==> config.mk <==
export PLATFORM = sky130hd
export DESIGN_NAME = mas_sequencer
export DESIGN_NICKNAME = d
export VERILOG_FILES = /design/src/logic/mas_pkg.sv /design/src/logic/mas_control_store.sv /design/src/logic/mas_sequencer.sv
export SDC_FILE = /design/constraint.sdc
export NUM_CORES = 1
export LEC_CHECK = 0
export BUFFER_PORTS_ARGS = -buffer_cell sky130_fd_sc_hd__buf_2
export CELL_PAD_IN_SITES_DETAIL_PLACEMENT = 1
export CELL_PAD_IN_SITES_GLOBAL_PLACEMENT = 2
export CORE_UTILIZATION = 33
export DETAILED_ROUTE_END_ITERATION = 8
export PLACE_DENSITY_LB_ADDON = 0.15
export SLEW_MARGIN = 20
export SYNTH_ARGS = -nofsm -noshare
export SYNTH_HDL_FRONTEND = slang
export SYNTH_SLANG_ARGS = --single-unit
==> constraint.sdc <==
create_clock -name i_clk_sys -period 3.8 [get_ports i_clk_sys]
set_clock_uncertainty 0.2 [all_clocks]
set_input_delay 0.38 -clock i_clk_sys [delete_from_list [all_inputs] [get_ports i_clk_sys]]
set_output_delay 0.38 -clock i_clk_sys [all_outputs]
set_load 0.02 [all_outputs]
==> src/logic/mas_pkg.sv <==
// How it works
// - Step 1: program counter via adder into address
// - Step 2: memory read into buffer register
// - Step 3: buffer register via adder into instruction
// - Step 4: dispatch on instruction opcode field
// - Add step 1: address field into address register
// - Add step 2: read operand into buffer register
// - Add step 3: accumulator plus buffer into accumulator
// - Increment program counter by one through adder
// - Last step jumps back to fetch start
// - Control word parity check sets a fault flag that holds until reset
// - Control address advances unless jump encoded
// - Plus code sums memory bus and data bus
// - One code passes data bus plus one
// - Dispatch jump loads address from opcode field
package mas_pkg;
  localparam int unsigned MAS_DW = 16;
  localparam int unsigned MAS_OPW = 4;
  localparam int unsigned MAS_AW = MAS_DW - MAS_OPW;
  localparam int unsigned MAS_CSW = 5;
  localparam logic [MAS_CSW-1:0] MAS_FETCH_START = 5'h00;
  // Control steps that read main memory
  localparam logic [MAS_CSW-1:0] MAS_CS_INSTR_READ = 5'h01;
  localparam logic [MAS_CSW-1:0] MAS_CS_OPND_READ = 5'h12;
  localparam logic [MAS_AW-1:0] MAS_PC_RESET = 12'h000;
  localparam logic [MAS_DW-1:0] MAS_ACC_RESET = 16'h0000;

  typedef enum logic [1:0] {MAS_MEM_NONE, MAS_MEM_READ, MAS_MEM_WRITE} mas_mem_t;
  typedef enum logic [1:0] {MAS_JMP_NONE, MAS_JMP_ZERO, MAS_JMP_NZ, MAS_JMP_OPC} mas_jmp_t;
  typedef enum logic [2:0] {MAS_ADD_NONE, MAS_ADD_PLUS, MAS_ADD_MTS, MAS_ADD_ONE,
                            MAS_ADD_DTS} mas_add_t;
  typedef enum logic [1:0] {MAS_MB_NONE, MAS_MB_ADDR, MAS_MB_BUF} mas_mb_t;
  typedef enum logic [1:0] {MAS_DB_NONE, MAS_DB_PC, MAS_DB_IA, MAS_DB_ACC} mas_db_t;
  typedef enum logic [2:0] {MAS_SB_NONE, MAS_SB_ADDR, MAS_SB_BUF, MAS_SB_PC, MAS_SB_IR,
                            MAS_SB_ACC} mas_sb_t;

  typedef struct packed {
    mas_mem_t mem;
    mas_jmp_t control_jump;
    mas_add_t add;
    mas_mb_t mb;
    mas_db_t db;
    mas_sb_t sb;
    logic [MAS_CSW-1:0] jaddr;
  } mas_uinstr_t;

  localparam int unsigned MAS_UIW = $bits(mas_uinstr_t);

  // Memory request toward main memory
  typedef struct packed {
    logic rd;
    logic wr;
    logic [MAS_AW-1:0] addr;
    logic [MAS_DW-1:0] wdata;
  } mas_mem_req_t;
endpackage

==> src/logic/mas_control_store.sv <==
`timescale 1ns/1ps
// Control store: add-to-accumulator microprogram, with one even-parity bit per word
module mas_control_store
  import mas_pkg::*;
(
  // Address in
  input wire logic [mas_pkg::MAS_CSW-1:0] i_addr,
  // Word out
  output logic [mas_pkg::MAS_UIW-1:0] o_word,
  output logic o_parity
);
  mas_uinstr_t w;

  always_comb
  begin
    w = '{MAS_MEM_NONE, MAS_JMP_NONE, MAS_ADD_NONE, MAS_MB_NONE, MAS_DB_NONE, MAS_SB_NONE,
          MAS_FETCH_START};
    case (i_addr)
      5'h00: w = '{MAS_MEM_NONE, MAS_JMP_NONE, MAS_ADD_DTS, MAS_MB_NONE, MAS_DB_PC,
                   MAS_SB_ADDR, MAS_FETCH_START};
      5'h01: w = '{MAS_MEM_READ, MAS_JMP_NONE, MAS_ADD_NONE, MAS_MB_NONE, MAS_DB_NONE,
                   MAS_SB_NONE, MAS_FETCH_START};
      5'h02: w = '{MAS_MEM_NONE, MAS_JMP_NONE, MAS_ADD_MTS, MAS_MB_BUF, MAS_DB_NONE,
                   MAS_SB_IR, MAS_FETCH_START};
      5'h03: w = '{MAS_MEM_NONE, MAS_JMP_OPC, MAS_ADD_NONE, MAS_MB_NONE, MAS_DB_NONE,
                   MAS_SB_NONE, MAS_FETCH_START};
      // Add routine sits at opcode 1 dispatch target
      5'h11: w = '{MAS_MEM_NONE, MAS_JMP_NONE, MAS_ADD_DTS, MAS_MB_NONE, MAS_DB_IA,
                   MAS_SB_ADDR, MAS_FETCH_START};
      5'h12: w = '{MAS_MEM_READ, MAS_JMP_NONE, MAS_ADD_NONE, MAS_MB_NONE, MAS_DB_NONE,
                   MAS_SB_NONE, MAS_FETCH_START};
      5'h13: w = '{MAS_MEM_NONE, MAS_JMP_NONE, MAS_ADD_PLUS, MAS_MB_BUF, MAS_DB_ACC,
                   MAS_SB_ACC, MAS_FETCH_START};
      5'h14: w = '{MAS_MEM_NONE, MAS_JMP_NONE, MAS_ADD_ONE, MAS_MB_NONE, MAS_DB_PC,
                   MAS_SB_PC, MAS_FETCH_START};
      5'h15: w = '{MAS_MEM_NONE, MAS_JMP_ZERO, MAS_ADD_NONE, MAS_MB_NONE, MAS_DB_NONE,
                   MAS_SB_NONE, MAS_FETCH_START};
      // Unused slots return to fetch so a bad opcode cannot run away
      default: w.control_jump = MAS_JMP_ZERO;
    endcase
  end

  assign o_word = w;
  assign o_parity = ^w;
endmodule

==> src/logic/mas_sequencer.sv <==
`timescale 1ns/1ps
module mas_sequencer
  import mas_pkg::*;
(
  // Clock and reset
  input wire logic i_clk_sys,
  input wire logic i_nrst,
  // Main memory read data, valid in the same cycle as the read request
  input wire logic [mas_pkg::MAS_DW-1:0] i_mem_rdata,
  // Main memory request
  output mas_pkg::mas_mem_req_t o_mem_req,
  // Observation
  output logic [mas_pkg::MAS_DW-1:0] o_accumulator,
  output logic [mas_pkg::MAS_AW-1:0] o_program_counter,
  output logic [mas_pkg::MAS_CSW-1:0] o_cs_addr,
  output logic o_parity_fault
);
  import mas_pkg::*;

  typedef struct packed {
    logic [MAS_CSW-1:0] cs_addr;
    logic [MAS_AW-1:0] mem_addr_reg;
    logic [MAS_DW-1:0] mem_buf_reg;
    logic [MAS_DW-1:0] instr_reg;
    logic [MAS_DW-1:0] accumulator;
    logic [MAS_AW-1:0] program_counter;
    logic parity_fault;
    mas_mem_req_t req;
  } mas_state_t;

  mas_state_t r;
  mas_state_t next_r;
  logic [MAS_UIW-1:0] cs_word;
  logic cs_parity;
  mas_uinstr_t ui;
  logic [MAS_DW-1:0] mbus;
  logic [MAS_DW-1:0] dbus;
  logic [MAS_DW-1:0] sbus;
  logic [MAS_AW-1:0] instr_address_field;

  mas_control_store u_cs (
    .i_addr(r.cs_addr),
    .o_word(cs_word),
    .o_parity(cs_parity)
  );

  assign ui = mas_uinstr_t'(cs_word);
  assign instr_address_field = r.instr_reg[MAS_AW-1:0];

  always_comb
  begin
    mbus = '0;
    case (ui.mb)
      MAS_MB_ADDR: mbus = {{MAS_OPW{1'b0}}, r.mem_addr_reg};
      MAS_MB_BUF: mbus = r.mem_buf_reg;
      default: mbus = '0;
    endcase
    dbus = '0;
    case (ui.db)
      MAS_DB_PC: dbus = {{MAS_OPW{1'b0}}, r.program_counter};
      MAS_DB_IA: dbus = {{MAS_OPW{1'b0}}, instr_address_field};
      MAS_DB_ACC: dbus = r.accumulator;
      default: dbus = '0;
    endcase
    sbus = '0;
    case (ui.add)
      MAS_ADD_PLUS: sbus = mbus + dbus;
      MAS_ADD_MTS: sbus = mbus;
      MAS_ADD_ONE: sbus = dbus + 16'h0001;
      MAS_ADD_DTS: sbus = dbus;
      default: sbus = '0;
    endcase
  end

  always_comb
  begin
    next_r = r;
    next_r.req.rd = 1'b0;
    next_r.req.wr = 1'b0;
    // Read completes in the cycle of its step
    if (ui.mem == MAS_MEM_READ)
    begin
      next_r.mem_buf_reg = i_mem_rdata;
    end
    case (ui.sb)
      MAS_SB_ADDR: next_r.mem_addr_reg = sbus[MAS_AW-1:0];
      MAS_SB_BUF: next_r.mem_buf_reg = sbus;
      MAS_SB_PC: next_r.program_counter = sbus[MAS_AW-1:0];
      MAS_SB_IR: next_r.instr_reg = sbus;
      MAS_SB_ACC: next_r.accumulator = sbus;
      default: next_r.accumulator = r.accumulator;
    endcase
    // Request for the coming step, registered so it lines up with that step
    next_r.req.addr = next_r.mem_addr_reg;
    next_r.req.wdata = next_r.mem_buf_reg;
    case (ui.control_jump)
      MAS_JMP_ZERO: next_r.cs_addr = ui.jaddr;
      MAS_JMP_NZ:
      begin
        if (r.accumulator != MAS_ACC_RESET)
          next_r.cs_addr = ui.jaddr;
        else
          next_r.cs_addr = r.cs_addr + 5'h01;
      end
      MAS_JMP_OPC: next_r.cs_addr = {1'b1, r.instr_reg[MAS_DW-1 -: MAS_OPW]};
      default: next_r.cs_addr = r.cs_addr + 5'h01;
    endcase
    if (cs_parity != ^cs_word)
      next_r.parity_fault = 1'b1;
    // Read strobe is registered, so it stands during the read step itself
    if (next_r.cs_addr == MAS_CS_INSTR_READ || next_r.cs_addr == MAS_CS_OPND_READ)
      next_r.req.rd = 1'b1;
  end

  always_ff @(posedge i_clk_sys)
  begin
    if (!i_nrst)
    begin
      r <= '0;
      r.cs_addr <= MAS_FETCH_START;
      r.program_counter <= MAS_PC_RESET;
      r.accumulator <= MAS_ACC_RESET;
    end
    else
    begin
      r <= next_r;
    end
  end

  assign o_mem_req = r.req;
  assign o_accumulator = r.accumulator;
  assign o_program_counter = r.program_counter;
  assign o_cs_addr = r.cs_addr;
  assign o_parity_fault = r.parity_fault;

  a_fetch_addr: assert property (@(posedge i_clk_sys) disable iff (!i_nrst)
    r.cs_addr == 5'h00 |=> r.mem_addr_reg == $past(r.program_counter))
    else $error("fetch address not taken from program counter");
  a_fetch_read: assert property (@(posedge i_clk_sys) disable iff (!i_nrst)
    r.cs_addr == 5'h01 |-> r.req.rd ##1 r.mem_buf_reg == $past(i_mem_rdata))
    else $error("instruction read missing");
  a_ir_load: assert property (@(posedge i_clk_sys) disable iff (!i_nrst)
    r.cs_addr == 5'h02 |=> r.instr_reg == $past(r.mem_buf_reg))
    else $error("instruction register not loaded");
  a_dispatch: assert property (@(posedge i_clk_sys) disable iff (!i_nrst)
    r.cs_addr == 5'h03 |=> r.cs_addr == {1'b1, $past(r.instr_reg[15:12])})
    else $error("opcode dispatch wrong");
  a_operand_read: assert property (@(posedge i_clk_sys) disable iff (!i_nrst)
    r.cs_addr == 5'h12 |-> r.req.rd ##1 r.mem_buf_reg == $past(i_mem_rdata))
    else $error("operand read missing");
  a_operand_addr: assert property (@(posedge i_clk_sys) disable iff (!i_nrst)
    r.cs_addr == 5'h11 |=> r.mem_addr_reg == $past(instr_address_field))
    else $error("operand address wrong");
  a_acc_sum: assert property (@(posedge i_clk_sys) disable iff (!i_nrst)
    r.cs_addr == 5'h12 |=> ##1 r.accumulator == $past(r.accumulator) + $past(r.mem_buf_reg))
    else $error("accumulator sum wrong");
  a_pc_step: assert property (@(posedge i_clk_sys) disable iff (!i_nrst)
    r.cs_addr == 5'h14 |=> r.program_counter == $past(r.program_counter) + 12'h001)
    else $error("program counter not incremented");
  a_return: assert property (@(posedge i_clk_sys) disable iff (!i_nrst)
    r.cs_addr == 5'h15 |=> r.cs_addr == MAS_FETCH_START)
    else $error("no return to fetch");
  a_seq_step: assert property (@(posedge i_clk_sys) disable iff (!i_nrst)
    ui.control_jump == MAS_JMP_NONE |=> r.cs_addr == $past(r.cs_addr) + 5'h01)
    else $error("sequential advance broken");
  a_no_fault: assert property (@(posedge i_clk_sys) disable iff (!i_nrst)
    !r.parity_fault)
    else $error("control store parity fault");
endmodule

==> impl_metrics.ini <==
[min_path]
hold_class = in2reg
hold_path_depth = 3

[place]
gp_congestion = 0.846
dpl.cell_count = 772
port_buffers = 79
place_area_um2 = 4870
hpwl_mm = 10.6

[detailed_routing]
via_per_inst = 5.05
ant_nets = 0
drtIter0Drc = 229
drcViolationCount = 0
first_pass_iters = 5
wl_per_cell_um = 17.7
via_count = 3985
drt-total-wl_mm = 14.0

[setup_path]
slowest_delay_ns = 0.41
critical_path.cell_chain = inv_1 > ha_1 > buf_4 > a22oi_1 > or2_2 > a222oi_1 > nor2_1 > ha_1 > nand2_1 > nor2_1 > a32oi_1 > o41ai_1 > buf_4 > a211oi_1 > xnor2_1 > o22ai_1
worstSetupPathType = reg2reg
r2r_cells = 16
critPathTopFamily = compound AO/OA/AOI/OAI gates
regToRegSetupSlack_ns = 0.20
cp_max_fo = 8
start_kind = flip-flop
path_depth = 16
worstPathRequired_ns = 3.83
cp-end-kind = flip-flop
crit_arrival_ns = 3.63
cp_slowest_cell = a222oi_1
cp_num_buf_inv = 3

[clocking]
clk_path_buf_depth = 2
cts_max_level = 3
cts_tree = yes
clkLatencyLatePin_ns = 0.35
root_buffer = clkbuf_16
clk_pin_slew_ns = 0.06
numCtsBuffers = 9
clock_sinks = 78
cts_hold_buf = 0

[sta]
setup_tns_ns = 0
relSlewSlack = 0.536
layout_min_cycle_time_ns = 3.60
tightest_slew_ns = 0.696
setup_viol = 0
finalMaxSlewViolations = 0
hold_viol = 0
final.period_utilization = 0.948
max_freq_mhz = 278

[job]
cap_violations = 0

[logic_synthesis]
ys_ff_latch = 78
yosys.area.top_type = dfxtp_1
ys_seq_area_frac = 0.340
async_reset_ff_frac = 0
synth_top_area_share = 0.340
synth_ff_type = dfxtp_1
synthCells = 572
yosys-top-cells-area = dfxtp_1 34%, buf_4 11%, nand2_1 6.4%
synth_cell_types = 51
yosysWarnings = 0
netlist_area_um2 = 4600
syn_area_per_cell_um2 = 8.04
synth_edf_count = 0

[layout]
num-fill-cells = 1658
drive_gt1_frac = 0.250
final_area_um2 = 5210
final_cells = 789
area_delta_synth_final_pct = 13.3
post-route-util = 0.389
final_cell_mix = 79 x nand2_1, 79 x buf_2, 75 x dfxtp_1
nets = 648
diodes = 0

[floorplan]
fp-row-count = 42
fp.coreArea_um2 = 13400
die_w_um = 120
initial_core_util = 0.343
io-pin-count = 82
die_y_um = 120
dieArea_um2 = 14400

[global_route]
grt_max_degree = 39
grt_usage = 0.203
antenna_found_initial = 0
grt-ovfl-total = 0
grt_pass1_vias = 4164
grt_pass1_wl_mm = 22.2

[power_and_ir_drop]
ir_drop_mv = 0.290
power.leakage_nw = 2.35
total_power_w = 0.00317
power_density_nw_per_um2 = 608

[status]
status = finished clean
worst paths after layout:
check,from,endpoint
setup / recovery,o_cs_addr[0]$_SDFF_PN0_,o_accumulator[11]$_SDFFE_PN0N_
hold reg to reg,o_mem_req[17]$_SDFFE_PN0N_,o_mem_req[17]$_SDFFE_PN0N_
hold / removal,i_mem_rdata[0],o_mem_req[0]$_SDFFE_PN0P_
setup reg to reg,o_cs_addr[0]$_SDFF_PN0_,o_accumulator[11]$_SDFFE_PN0N_
routing by layer:
metal,vias up,routed length [um],share of wire,GRT usage
met5,-,0,0,0
met2,80,6430,0.46,0.332
met1,1919,6670,0.48,0.257
li1,1972,-,-,-
met4,0,249,0.018,0.0727
met3,14,602,0.043,0.0475
cell type report:
class,instances,area (um^2),share of cell area
Tap cell,176,220,0.0423
Clock inverter,1,5.00,0.000961
Inverter,9,33.8,0.00649
Timing Repair Buffer,121,711,0.136
Sequential cell,78,1570,0.301
Multi-Input combinational cell,391,2400,0.461
Clock buffer,13,270,0.0519
tightest hold or removal path: stages:
cell and delay, ns:
buf_2 0.08, mux2i_1 0.06, nor2_1 0.07
state kept, by name, summed over array words and instances, names as in the netlist:
name and flops:
o_mem_req 29, o_accumulator 16, instr_address_field 12, o_program_counter 12
o_cs_addr 5, r 4
cells in the mapped netlist (2+ instances only):
library cell	count
buf_4	67
or2_2	3
o21ai_0	24
nand2b_1	5
dfxtp_1	78
and3_1	4
xor2_1	8
xnor2_1	9
nand3_1	11
o31ai_1	4
a21oi_1	50
o22ai_1	4
and2_1	20
a211oi_1	14
buf_2	10
a221o_1	2
ha_1	19
a222oi_1	8
nor2b_1	5
a22oi_1	8
a21oi_4	2
inv_1	9
o21bai_1	4
nor2_1	60
nor3_1	3
clkbuf_1	15
or3_1	2
mux2i_1	19
a21o_1	3
nand4_1	2
nand2_1	79
buf_6	2
kinds of logic (layout without fill, tap and decap cells):
logic type / count (synthesis) / in the layout / synth area share
compound gates: 129 / 129 / 0.179
xor+xnor: 17 / 17 / 0.0324
fa+ha+maj: 20 / 20 / 0.0561
buf+inv: 104 / 144 / 0.146
flops: 78 / 78 / 0.340
mux: 19 / 19 / 0.0414
other cells: 1 / 2 / 0.000816
simple gates: 204 / 204 / 0.205
power breakdown:
part	internal [W]	switching (W)
clock network	0.000488	0.000341
logic	0.000453	0.000801
registers	0.000946	0.000137
total	0.00189	0.00128
stage by stage:
stage | setup WS [ns] | hold WS (ns)
finish | 0.198 | 0.0700
floorplan | 0.350 | 0.236
detailed placement | 0.0225 | 0.247
global placement | 0.0365 | 0.241
global route | -0.00856 | 0.0870
CTS | 0.00405 | 0.0599
timing repair:
item / in CTS / in global routing
setup buffers: 0 / 3
gates resized for setup: 1 / 9
endpoints found under the setup margin: 1 / 10
pin swaps: 0 / 4
Note: power is estimated with default switching activity, not from simulation.
